### src/shared/panel_pkg.sv
// Purpose: Shared constants and types for the front-panel monitor encoder.
// Assumes: Segment bit 0 is the top segment a, bit 6 the middle segment g, active high.
// Notes:   Digit 0 is the rightmost of the six digits.
package panel_pkg;

  localparam int DIGITS = 6;
  localparam int SEG_W  = 7;
  localparam int CODE_W = 5;
  localparam int LINES  = 10;
  localparam int IO_DIGITS = 5;

  // Segment positions inside a digit.
  localparam int SEG_A = 0;
  localparam int SEG_B = 1;
  localparam int SEG_F = 5;
  localparam logic [SEG_W-1:0] LOWER_MASK = 7'h1c;

  // Banner timing.
  localparam int unsigned CLK_HZ     = 40_000_000;
  localparam int unsigned BANNER_MS  = 1000;
  localparam int unsigned BANNER_CYCLES_DEF = (CLK_HZ / 1000) * BANNER_MS;
  localparam int BANNER_CNT_W = 26;

  // Glyph codes fed to the digit encoder; 0 to 15 are hex digits.
  localparam logic [CODE_W-1:0] G_HEX_0   = 5'h00;
  localparam logic [CODE_W-1:0] G_HEX_A   = 5'h0a;
  localparam logic [CODE_W-1:0] G_HEX_D   = 5'h0d;
  localparam logic [CODE_W-1:0] G_HEX_E   = 5'h0e;
  localparam logic [CODE_W-1:0] G_BLANK   = 5'h10;
  localparam logic [CODE_W-1:0] G_LET_R   = 5'h11;
  localparam logic [CODE_W-1:0] G_LET_S   = 5'h12;
  localparam logic [CODE_W-1:0] G_LET_Y   = 5'h13;
  localparam logic [CODE_W-1:0] G_ST_INIT = 5'h14;
  localparam logic [CODE_W-1:0] G_ST_RDY  = 5'h15;
  localparam logic [CODE_W-1:0] G_ST_WAIT = 5'h16;
  localparam logic [CODE_W-1:0] G_ST_RUN  = 5'h17;
  localparam logic [CODE_W-1:0] G_ST_STOP = 5'h18;

  // Segment patterns.
  localparam logic [SEG_W-1:0] P_HEX [16] = '{7'h3f, 7'h06, 7'h5b, 7'h4f, 7'h66, 7'h6d, 7'h7d,
    7'h07, 7'h7f, 7'h6f, 7'h77, 7'h7c, 7'h39, 7'h5e, 7'h79, 7'h71};
  localparam logic [SEG_W-1:0] P_BLANK   = 7'h00;
  localparam logic [SEG_W-1:0] P_LET_R   = 7'h50;
  localparam logic [SEG_W-1:0] P_LET_S   = 7'h6d;
  localparam logic [SEG_W-1:0] P_LET_Y   = 7'h6e;
  localparam logic [SEG_W-1:0] P_ST_INIT = 7'h01;
  localparam logic [SEG_W-1:0] P_ST_RDY  = 7'h41;
  localparam logic [SEG_W-1:0] P_ST_WAIT = 7'h49;
  localparam logic [SEG_W-1:0] P_ST_RUN  = 7'h3f;
  localparam logic [SEG_W-1:0] P_ST_STOP = 7'h36;

  typedef enum logic [1:0] {
    PAGE_SERVO = 2'h0,
    PAGE_SPEED = 2'h1,
    PAGE_LINE  = 2'h3
  } page_type;

  typedef enum logic [2:0] {
    DRV_INIT  = 3'h0,
    DRV_READY = 3'h1,
    DRV_WAIT  = 3'h3,
    DRV_RUN   = 3'h2,
    DRV_STOP  = 3'h6
  } drive_state_type;

  typedef enum logic {
    ST_BANNER = 1'b0,
    ST_SHOW   = 1'b1
  } disp_state_type;

endpackage

### src/rtl/glyph_encoder.sv
// Purpose: Turns one glyph code into a seven-segment pattern.
// Assumes: Codes below 16 are hex digits.
// Notes:   Purely combinational; the caller registers the result.
`timescale 1ns/10ps
module glyph_encoder
  import panel_pkg::*;
(
  input  wire logic [panel_pkg::CODE_W-1:0] i_code,
  output logic      [panel_pkg::SEG_W-1:0]  o_seg
);

  import panel_pkg::*;

  always_comb
  begin
    case (i_code)
      G_BLANK:   o_seg = P_BLANK;
      G_LET_R:   o_seg = P_LET_R;
      G_LET_S:   o_seg = P_LET_S;
      G_LET_Y:   o_seg = P_LET_Y;
      G_ST_INIT: o_seg = P_ST_INIT;
      G_ST_RDY:  o_seg = P_ST_RDY;
      G_ST_WAIT: o_seg = P_ST_WAIT;
      G_ST_RUN:  o_seg = P_ST_RUN;
      G_ST_STOP: o_seg = P_ST_STOP;
      default:
      begin
        if (i_code[CODE_W-1])
          o_seg = P_BLANK;
        else
          o_seg = P_HEX[i_code[3:0]];
      end
    endcase
  end

endmodule

### src/rtl/panel_monitor_display_encoder.sv
// Purpose: Formats the servo-state, motor-speed and line-status pages for six LED digits.
// Assumes: All inputs are synchronous to i_clk; speed arrives as four BCD digits.
// Notes:   o_seg holds digit 0 (rightmost) in its low seven bits.
`timescale 1ns/10ps
// Operation
// - First digit shows drive state glyph.
// - Second digit shows fieldbus link code.
// - Disabled drive: speed page shows s 0.
// - Enabled drive: speed page shows r speed.
// - Line page uses upper-half segments only.
// - Decimal points lit for input view only.
// - Ten inputs map to ascending positions.
// - Ten outputs map to ascending positions.
// - Ready banner one second, then page or alarm.
module panel_monitor_display_encoder
  import panel_pkg::*;
#(
  parameter int unsigned BANNER_CYCLES = panel_pkg::BANNER_CYCLES_DEF
)
(
  input  wire logic                                    i_clk,
  input  wire logic                                    i_sys_rst,
  input  wire logic                                    i_ce,
  input  wire panel_pkg::page_type                     i_page,
  input  wire panel_pkg::drive_state_type              i_drive_state,
  input  wire logic [3:0]                              i_link_code,
  input  wire logic                                    i_drive_enabled,
  input  wire logic [15:0]                             i_speed_bcd,
  input  wire logic                                    i_line_input_view,
  input  wire logic [panel_pkg::LINES-1:0]             i_inputs,
  input  wire logic [panel_pkg::LINES-1:0]             i_outputs,
  input  wire logic                                    i_alarm_present,
  input  wire logic [7:0]                              i_alarm_code,
  output logic      [panel_pkg::DIGITS*panel_pkg::SEG_W-1:0] o_seg,
  output logic      [panel_pkg::DIGITS-1:0]            o_dp
);

  import panel_pkg::*;

  localparam logic [BANNER_CNT_W-1:0] BANNER_LAST = BANNER_CNT_W'(BANNER_CYCLES - 1);

  disp_state_type           state;
  disp_state_type           next_state;
  logic [BANNER_CNT_W-1:0]  count;
  logic [BANNER_CNT_W-1:0]  next_count;
  logic [CODE_W-1:0]        code   [DIGITS];
  logic [SEG_W-1:0]         glyph  [DIGITS];
  logic [SEG_W-1:0]         io_seg [DIGITS];
  logic [LINES-1:0]         lines;
  logic [DIGITS*SEG_W-1:0]  next_seg;
  logic [DIGITS-1:0]        next_dp;
  logic                     page_live;

  // Banner timer then page display.
  always_comb
  begin
    next_state = state;
    next_count = count;
    case (state)
      ST_BANNER:
      begin
        if (count == BANNER_LAST)
          next_state = ST_SHOW;
        else
          next_count = count + 1'b1;
      end
      ST_SHOW:
        next_state = ST_SHOW;
      default:
        next_state = ST_BANNER;
    endcase
  end

  always_ff @(posedge i_clk or posedge i_sys_rst)
  begin
    if (i_sys_rst)
    begin
      state <= ST_BANNER;
      count <= '0;
    end
    else if (i_ce)
    begin
      state <= next_state;
      count <= next_count;
    end
  end

  assign page_live = (state == ST_SHOW) && !i_alarm_present;

  // Glyph choice per digit.
  always_comb
  begin
    for (int d = 0; d < DIGITS; d++)
      code[d] = G_BLANK;
    if (state == ST_BANNER)
    begin
      code[4] = G_LET_R;
      code[3] = G_HEX_E;
      code[2] = G_HEX_A;
      code[1] = G_HEX_D;
      code[0] = G_LET_Y;
    end
    else if (i_alarm_present)
    begin
      code[5] = G_HEX_E;
      code[4] = G_LET_R;
      code[1] = {1'b0, i_alarm_code[7:4]};
      code[0] = {1'b0, i_alarm_code[3:0]};
    end
    else
    begin
      case (i_page)
        PAGE_SERVO:
        begin
          case (i_drive_state)
            DRV_INIT:  code[5] = G_ST_INIT;
            DRV_READY: code[5] = G_ST_RDY;
            DRV_WAIT:  code[5] = G_ST_WAIT;
            DRV_RUN:   code[5] = G_ST_RUN;
            DRV_STOP:  code[5] = G_ST_STOP;
            default:   code[5] = G_BLANK;
          endcase
          code[4] = {1'b0, i_link_code};
        end
        PAGE_SPEED:
        begin
          if (i_drive_enabled)
          begin
            code[5] = G_LET_R;
            for (int d = 0; d < 4; d++)
              code[d] = {1'b0, i_speed_bcd[4*d +: 4]};
          end
          else
          begin
            code[5] = G_LET_S;
            code[0] = G_HEX_0;
          end
        end
        default:
          code[5] = G_BLANK;
      endcase
    end
  end

  assign lines = i_line_input_view ? i_inputs : i_outputs;

  genvar g;
  generate
    for (g = 0; g < DIGITS; g++)
    begin : gen_digit
      glyph_encoder u_enc (
        .i_code (code[g]),
        .o_seg  (glyph[g])
      );
      if (g < IO_DIGITS)
      begin : gen_io
        always_comb
        begin
          io_seg[g] = P_BLANK;
          io_seg[g][SEG_B] = lines[2*g];
          io_seg[g][SEG_F] = lines[2*g+1];
        end
      end
      else
      begin : gen_pad
        assign io_seg[g] = P_BLANK;
      end
      assign next_seg[g*SEG_W +: SEG_W] =
        (page_live && i_page == PAGE_LINE) ? io_seg[g] : glyph[g];
    end
  endgenerate

  assign next_dp = (page_live && i_page == PAGE_LINE && i_line_input_view) ? '1 : '0;

  always_ff @(posedge i_clk or posedge i_sys_rst)
  begin
    if (i_sys_rst)
    begin
      o_seg <= '0;
      o_dp  <= '0;
    end
    else if (i_ce)
    begin
      o_seg <= next_seg;
      o_dp  <= next_dp;
    end
  end
endmodule

### config.mk
export PLATFORM = sky130hd
export DESIGN_NAME = panel_monitor_display_encoder
export DESIGN_NICKNAME = d
export VERILOG_FILES = /design/src/shared/panel_pkg.sv /design/src/rtl/glyph_encoder.sv /design/src/rtl/panel_monitor_display_encoder.sv
export SDC_FILE = /design/constraint.sdc
export NUM_CORES = 1
export LEC_CHECK = 0
export ABC_AREA = 0
export BUFFER_PORTS_ARGS = -buffer_cell sky130_fd_sc_hd__buf_2
export CAP_MARGIN = 20
export CORE_MARGIN = 3
export CORE_UTILIZATION = 31
export DETAILED_ROUTE_END_ITERATION = 6
export PLACE_DENSITY_LB_ADDON = 0.25
export SYNTH_ARGS = -nofsm -noshare
export SYNTH_HDL_FRONTEND = slang
export SYNTH_HIERARCHICAL = 1
export SYNTH_SLANG_ARGS = --single-unit
export TNS_END_PERCENT = 50
### constraint.sdc
create_clock -name i_clk -period 2.6 [get_ports i_clk]
set_input_delay 0.52 -clock i_clk [delete_from_list [all_inputs] [get_ports i_clk]]
set_output_delay 0.52 -clock i_clk [all_outputs]
set_load 0.005 [all_outputs]
==> impl_metrics.tcl, run 1 <==
set metrics [dict create \
    drc 0 \
    cts_setup_buffers 0 \
    maxSlewHeadroom 0.581 \
    htree_levels 3 \
    yosysTopAreaCell "dfrtp_1" \
    synth_top_family_by_area "simple AND/OR/NAND/NOR gates" \
    end_kind "register" \
    grt_max_degree 41 \
    synth_commonest_cells "nand2_1 (77), dfrtp_1 (70), inv_1 (60), o21ai_0 (56), nand3_1 (51)" \
    hp-class "in -> async" \
    hold_violations 0 \
    async_reset_ff_frac 1.00 \
    clockRootBuffer "clkbuf_16" \
    gr-total-overflow 0 \
    ant_nets 0 \
    wl_per_cell_um 14.7 \
    synth_area_sq_mm 0.00627 \
    vias 5774 \
    ys_ff_latch 70 \
    ys.warnings.count 6 \
    r2r_start "state" \
    worst-path-max-fanout 8 \
    place_congestion 0.898 \
    die_w_um 148 \
    synth-compound-area-share 0.180 \
    synth_mux_area_frac 0.0958 \
    final.setup.tns_ns 0 \
    cellLeakagePower_nw 3.78 \
    fillers 2010 \
    ir_worst_vdd_v 0.000240 \
    drive_gt1_frac 0.298 \
    insertedDiodeCount 0 \
    skew_ns 0.00836 \
    clk_pin_slew_ns 0.06 \
    antenna_found_initial 0 \
    status "finished, final reports clean" \
    grt_pass1_wl_um 28300 \
    synth_xor_area_frac 0.0349 \
    start_util 0.319 \
    ys_types 66 \
    synth_most_common_cell "nand2_1" \
    syn_to_final_growth_pct 26.9 \
    synth_nets 849 \
    drv_slew 0 \
    max_freq_ghz 0.440 \
    maxCapViolations 0 \
    p_total_w 0.00295 \
    start_kind "input port" \
    numCtsBuffers 9 \
    cts_hold_repair.buffers 0 \
    setup_violations 0 \
    layout_min_cycle_time_ns 2.27 \
    synth_cells 741 \
    cp_data_required_time_ns 2.83 \
    die_h_um 148 \
    drt_iter0_markers 261 \
    whs_ns 0.226 \
    seqCellArea_sq_mm 0.00175 \
    cts-resized-gates 0 \
    dp.cells 1143 \
    core_sq_mm 0.0197 \
    nets 997 \
    post_layout_nonfiller_instances 1159 \
    rsz0062_at_grt "false" \
    critPathKind "in -> reg" \
    via_per_inst 4.98 \
    num_rows 51 \
    seq_area_frac_synth 0.279 \
    synth_edf_count 0 \
    numClockSinks 70 \
    drt-total-wl_um 17100 \
    multi_input_area_sq_mm 0.00408 \
    io_pins 107 \
    synth_area_leaders "dfrtp_1 (28%), ha_1 (9.8%), nand2_1 (4.6%)" \
    power.density_mw_per_mm2 371 \
    grtUsageTotal 0.158 \
    first_pass_iters 4 \
    synthAdderAreaFrac 0.0978 \
    cts_tree "built" \
    grt_pass1_vias 5493 \
    cp.arrival_ns 2.50 \
    port_buffers 106 \
    clk_latency_ns 0.34 \
    place_hpwl_um 12900 \
    synth_flop_cell "dfrtp_1" \
    post-route-period-util 0.875 \
    postSynthAreaPerCell_sq_um 8.46 \
    ctsLongestPathBuffers 2 \
    critPathLaunch "i_page[1]" \
    yosysTopAreaCellShare 0.279 \
    worst_pin_slew_ns 0.628 \
    die_area_sq_mm 0.0220 \
    synthSimpleGateAreaFrac 0.226 \
]
[cell usage in the layout, fill, tap and decap left out, types with 5 or more instances in the layout]
| master | instances |
|---|---|
| nor4b_1 | 5 |
| nand4_1 | 9 |
| inv_1 | 57 |
| a22o_1 | 6 |
| mux2_4 | 7 |
| mux2_2 | 14 |
| a21oi_1 | 21 |
| xnor2_1 | 9 |
| o21ai_0 | 55 |
| and3_1 | 7 |
| o21a_1 | 8 |
| nand3_1 | 47 |
| nor3_1 | 15 |
| dfrtp_1 | 70 |
| nor4_1 | 10 |
| nor2_1 | 16 |
| nand2b_1 | 20 |
| buf_12 | 6 |
| mux2i_1 | 24 |
| nand2_1 | 75 |
| nand3b_1 | 9 |
| xor2_1 | 16 |
| o22ai_1 | 5 |
| buf_4 | 76 |
| o31ai_1 | 5 |
| o211ai_1 | 9 |
| clkbuf_16 | 9 |
| nor2b_1 | 23 |
| ha_1 | 47 |
| buf_2 | 106 |
[cell families after synthesis]
logic type | after synthesis
mux | 51
simple gates | 267
xor+xnor | 25
compound gates | 167
buf+inv | 112
fa+ha+maj | 49
flops | 70
[critical path: stages]
cell and delay [ns]:
buf_2 0.12, nor2b_4 0.13, nand2_2 0.07, nor2_4 0.14, buf_12 0.13, a22oi_2 0.06
nor2b_4 0.12, inv_2 0.06, ha_4 0.26, nand2_1 0.05, mux4_2 0.45, nand2_1 0.07
o21ai_1 0.06, mux2_4 0.26
[area by class of cell]
class                      instances  area share
clock inverter                     5      0.0102
clock buffer                      11      0.0318
multi-input combinational        559       0.513
tap                              265      0.0417
timing repair buffer             188       0.154
inverter                          61      0.0293
sequential                        70       0.220
[where the power goes]
group | leakage (nW) | switching (W) | internal [W] | total (W)
registers | 0.864 | 0.0000749 | 0.00117 | 0.00124
logic | 2.75 | 0.000160 | 0.000150 | 0.000310
clock network | 0.162 | 0.000504 | 0.000893 | 0.00140
total | 3.78 | 0.000740 | 0.00221 | 0.00295
[worst paths after layout]
path | endpoint | cells past startpoint | slack, ns
min in group i_clk | count[7] | 1 | 0.49
hold / removal | o_seg[37] | 2 | 0.23
setup reg to reg | o_seg[29] | 11 | 0.37
setup / recovery | o_seg[8] | 14 | 0.33
hold reg to reg | count[7] | 1 | 0.49
max in group asynchronous | o_seg[5] | 3 | 1.77
[through the flow]
step | util | cell area, sq um | setup WS (ns)
after floorplan | - | 6390 | -0.0320
after global placement | 0.388 | 7620 | -0.0414
after detailed placement | 0.388 | 7620 | -0.0466
after CTS | 0.405 | 7950 | 0.317
after global routing | 0.405 | 7950 | 0.112
final | 0.405 | 7950 | 0.326
[routing by layer]
layer  GRT usage  vias up  routed length [um]
met3      0.0414       13                1060
met5           0        -                   0
met1       0.222     2690                8160
li1            -     2927                   -
met2       0.244      144                7680
met4      0.0370        0                 156
[sequential cells by signal (all words and copies together), names as in the netlist]
register,flops
o_seg,42
o_dp,1
count,26
state,1
(Power assumes the default switching activity.)
==> inputs of run 2 (changes only) <==
- CELL_PAD_IN_SITES_DETAIL_PLACEMENT: not set -> 0
- CELL_PAD_IN_SITES_GLOBAL_PLACEMENT: not set -> 1
==> run 2 against run 1 <==
Net effect: critical path depth stayed put; total power fell by 4.7%; non-clock buffer count increased by 4; clock power is 11% lower; critical endpoint unchanged.
==> impl_metrics.tcl, run 2 (synthesized netlist as in run 1, its figures left out) <==
set metrics [dict create \
    power_frac_clock 0.445 \
    grt_pass1_wl_um 29000 \
    layout_common_cells "buf_2 (106), buf_4 (80), nand2_1 (75)" \
    rr_endpoint "o_seg[33]" \
    max_freq_ghz 0.432 \
    grt_pass1_vias 5597 \
    layout_min_cycle_time_ns 2.32 \
    r2r_start "state" \
    dp.cells 1147 \
    drv_slew 0 \
    place_hpwl_um 13300 \
    clockRootBuffer "clkbuf_16" \
    worst-path-max-fanout 17 \
    crit_end "o_seg[8]" \
    worst_pin_slew_ns 0.702 \
    cts-resized-gates 0 \
    critPathKind "in -> reg" \
    hold_violations 0 \
    gr-total-overflow 0 \
    switching_share 0.266 \
    stdcell_area_sq_mm 0.00795 \
    clk_pin_slew_ns 0.06 \
    p_sw_w 0.000747 \
    cts_hold_repair.buffers 0 \
    via_per_inst 4.90 \
    grtUsageTotal 0.159 \
    post-route-period-util 0.891 \
    ctsLongestPathBuffers 2 \
    largest_reg_flops 42 \
    die_h_um 148 \
    cp_data_required_time_ns 2.83 \
    status "finished, final reports clean" \
    p_seq_frac 0.444 \
    grt_max_degree 54 \
    dpl-instance-area_sq_mm 0.00765 \
    cts_setup_buffers 0 \
    ir_worst_vdd_v 0.000323 \
    syn_to_final_growth_pct 26.8 \
    first_pass_iters 4 \
    cp.arrival_ns 2.54 \
    num_rows 51 \
    drt-total-wl_um 17500 \
    die_w_um 148 \
    start_kind "input port" \
    drive_gt1_frac 0.301 \
    cts_tree "built" \
    vias 5699 \
    final_common_cell "buf_2" \
    power.density_mw_per_mm2 354 \
    ant_nets 0 \
    reg2reg_depth 12 \
    pwr-share-comb 0.111 \
    wl_per_cell_um 15.0 \
    antenna_found_initial 0 \
    port_buffers 106 \
    skew_ns 0.0120 \
    setup_violations 0 \
    maxCapViolations 0 \
    critPathLaunch "i_page[0]" \
    place_congestion 0.848 \
    io_pins 107 \
    r2r_slack_ns 0.37 \
    maxSlewHeadroom 0.531 \
    cellLeakagePower_nw 3.79 \
    whs_ns 0.288 \
    nets 1001 \
    clk_latency_ns 0.34 \
    final.setup.tns_ns 0 \
    drc 0 \
    insertedDiodeCount 0 \
    numCtsBuffers 9 \
    numClockSinks 70 \
    start_util 0.319 \
    end_kind "register" \
    largestRegisters "o_seg x42, count x26" \
    core_sq_mm 0.0197 \
    p_int_w 0.00207 \
    htree_levels 3 \
    rsz0062_at_grt "false" \
    post_layout_nonfiller_instances 1163 \
    drt_iter0_markers 264 \
    die_area_sq_mm 0.0220 \
    hp-class "in -> async" \
    largest-register "o_seg" \
]
==> run 2: worst min path at each step <==
stage / start / slack, ns / end
2_1_floorplan: count[25] / 0.45 / count[25]
3_3_place_gp: count[3] / 0.47 / count[3]
3_5_place_dp: count[25] / 0.48 / count[25]
4_1_cts: i_sys_rst / 0.31 / o_seg[40]
5_1_grt: i_sys_rst / 0.36 / o_seg[40]
6_report: i_sys_rst / 0.29 / o_seg[40]
==> run 2: per-stage QoR <==
stage	util	setup WS, ns	power (W)
after detailed placement	0.389	-0.0660	0.00159
after global routing	0.404	0.0331	0.00296
after global placement	0.389	-0.0475	0.00158
final	0.404	0.284	0.00281
after CTS	0.404	0.290	0.00287
after floorplan	-	-0.0320	0.00144
==> run 2: critical path, cell delays in order <==
cell     delay (ns)
buf_2          0.12
nor2b_4        0.15
nand2_2        0.06
nor2_4         0.12
buf_12         0.16
a22oi_2        0.07
nor2b_4        0.12
inv_2          0.07
ha_4           0.17
nor2b_4        0.12
mux4_2         0.46
nand2_1        0.07
o21ai_1        0.06
mux2_4         0.26
==> run 2: final cells by class <==
type | count | area [sq um]
clock buffer | 9 | 225
timing repair buffer | 192 | 1250
fill | 2043 | 11700
tap | 265 | 332
sequential | 70 | 1750
multi-input combinational | 559 | 4080
inverter | 61 | 231
clock inverter | 7 | 72.6
==> run 2: power groups by stage <==
stage | sequential (W) | clock [W] | combinational, W
2_1_floorplan | 0.00125 | 0 | 0.000188
3_3_place_gp | 0.00127 | 0 | 0.000313
5_1_grt | 0.00126 | 0.00135 | 0.000355
6_report | 0.00125 | 0.00125 | 0.000312
3_5_place_dp | 0.00127 | 0 | 0.000318
4_1_cts | 0.00125 | 0.00130 | 0.000319
==> run 2: routing by layer <==
| metal | track usage | vias to the layer above | share of wire |
|---|---|---|---|
| met2 | 0.253 | 104 | 0.45 |
| met3 | 0.0405 | 10 | 0.047 |
| met5 | 0 | - | 0 |
| met1 | 0.222 | 2661 | 0.49 |
| li1 | - | 2924 | - |
| met4 | 0.0305 | 0 | 0.0087 |
==> inputs of run 3 (changes only) <==
- clock period: 2.6 -> 2.63 ns (I/O delays scaled with it)
==> run 3 against run 2 <==
Net effect: hold slack got worse by 0.071 ns; total power grew 0.88%; clock power increased by 3%; worst setup slack better by 0.035 ns; cell area shrank 0.41%.
==> impl_metrics.tcl, run 3 (synthesized netlist as in run 1, its figures left out) <==
set metrics [dict create \
    end_kind "register" \
    hold_violations 0 \
    via_per_inst 4.96 \
    cts-resized-gates 0 \
    maxCapViolations 0 \
    drt-total-wl_um 17300 \
    nets 993 \
    ir_worst_vdd_v 0.000332 \
    power.density_mw_per_mm2 359 \
    port_buffers 106 \
    finalWorstSetupSlack_ns 0.319 \
    post-route-period-util 0.879 \
    status "finished, final reports clean" \
    drive_gt1_frac 0.293 \
    reg2reg_depth 12 \
    cts_hold_repair.buffers 0 \
    drt_iter0_markers 267 \
    cp_data_required_time_ns 2.83 \
    largest_reg_flops 42 \
    whs_ns 0.217 \
    critPathKind "in -> reg" \
    grt_max_degree 55 \
    worst_pin_slew_ns 0.607 \
    final_common_cell "buf_2" \
    ctsLongestPathBuffers 2 \
    core_sq_mm 0.0197 \
    antenna_found_initial 2 \
    maxSlewHeadroom 0.592 \
    gr-total-overflow 0 \
    hp-class "in -> async" \
    first_pass_iters 4 \
    wl_per_cell_um 15.0 \
    stdcell_area_sq_mm 0.00791 \
    place_hpwl_um 13200 \
    place_congestion 0.840 \
    grt_pass1_vias 5464 \
    drv_slew 0 \
    layout_common_cells "buf_2 (106), nand2_1 (75), buf_4 (71)" \
    start_kind "input port" \
    io_pins 107 \
    clk_latency_ns 0.34 \
    die_h_um 148 \
    post-route-util 0.403 \
    numCtsBuffers 9 \
    cellLeakagePower_nw 3.75 \
    largest-register "o_seg" \
    drc 0 \
    cts_tree "built" \
    place_ws_ns -0.0398 \
    die_w_um 148 \
    syn_to_final_growth_pct 26.3 \
    largestRegisters "o_seg x42, count x26" \
    numClockSinks 70 \
    setup_violations 0 \
    htree_levels 3 \
    vias 5738 \
    clk_pin_slew_ns 0.06 \
    cts_setup_buffers 0 \
    num_rows 51 \
    cp.arrival_ns 2.51 \
    dpl-instance-area_sq_mm 0.00760 \
    clockRootBuffer "clkbuf_16" \
    grtUsageTotal 0.157 \
    rsz0062_at_grt "false" \
    ant_nets 0 \
    layout_min_cycle_time_ns 2.31 \
    start_util 0.319 \
    die_area_sq_mm 0.0220 \
    max_freq_ghz 0.433 \
    grt_pass1_wl_um 28300 \
    worst-path-max-fanout 9 \
    skew_ns 0.0109 \
]
-- run 3: cell count changes in the layout (fill, tap and decap cells not counted) --
cell      previous run  this run
buf_4               80        71
clkbuf_8             0         2
clkbuf_1             0         1
clkinv_4             1         0
diode_2              0         1
clkinv_2             2         0
buf_12               6         7
-- run 3: per-layer routing --
metal,wire (um),track usage,vias up
li1,-,-,2910
met1,8640,0.223,2715
met2,7860,0.249,99
met3,638,0.0265,12
met4,173,0.0425,2
met5,13,0,-
-- run 3: final timing paths --
kind                           start  slack (ns)        end
setup / recovery           i_page[0]        0.32  o_seg[25]
setup reg to reg               state        0.34  o_seg[29]
min in group i_clk          count[3]        0.49   count[3]
max in group asynchronous  i_sys_rst        1.76   count[3]
hold / removal             i_sys_rst        0.22  o_seg[40]
hold reg to reg             count[3]        0.49   count[3]
-- run 3: per-stage QoR --
step	setup TNS, ns	power [W]	cells
2_1_floorplan	-0.00796	0.00142	741
3_3_place_gp	-0.0222	0.00157	1139
3_5_place_dp	-0.168	0.00157	1139
4_1_cts	0	0.00289	1155
5_1_grt	0	0.00298	1156
6_report	0	0.00284	1156
-- run 3: power by group --
| part | switching [W] | internal (W) |
|---|---|---|
| Combinational | 0.000159 | 0.000154 |
| Clock | 0.000499 | 0.000790 |
| Sequential | 0.0000804 | 0.00115 |
| Total | 0.000738 | 0.00210 |
-- run 3: critical path, stage by stage --
cell and delay [ns]:
buf_2 0.11, nor2b_4 0.15, nand2_2 0.07, nor2_4 0.16, buf_12 0.14, and3_1 0.18
inv_1 0.09, ha_1 0.29, nor2b_1 0.16, o32a_1 0.28, a22o_1 0.19, nand3_1 0.07
o21ai_0 0.09
-- run 3: final cells by class --
cell class	instances	area, sq um
diodes	1	2.50
fillers	2064	11700
inverters	61	231
flip-flops and latches	70	1750
clock inverters	4	53.8
multi-input cells	559	4080
repair buffers	184	1200
clock buffers	12	256
well taps	265	332
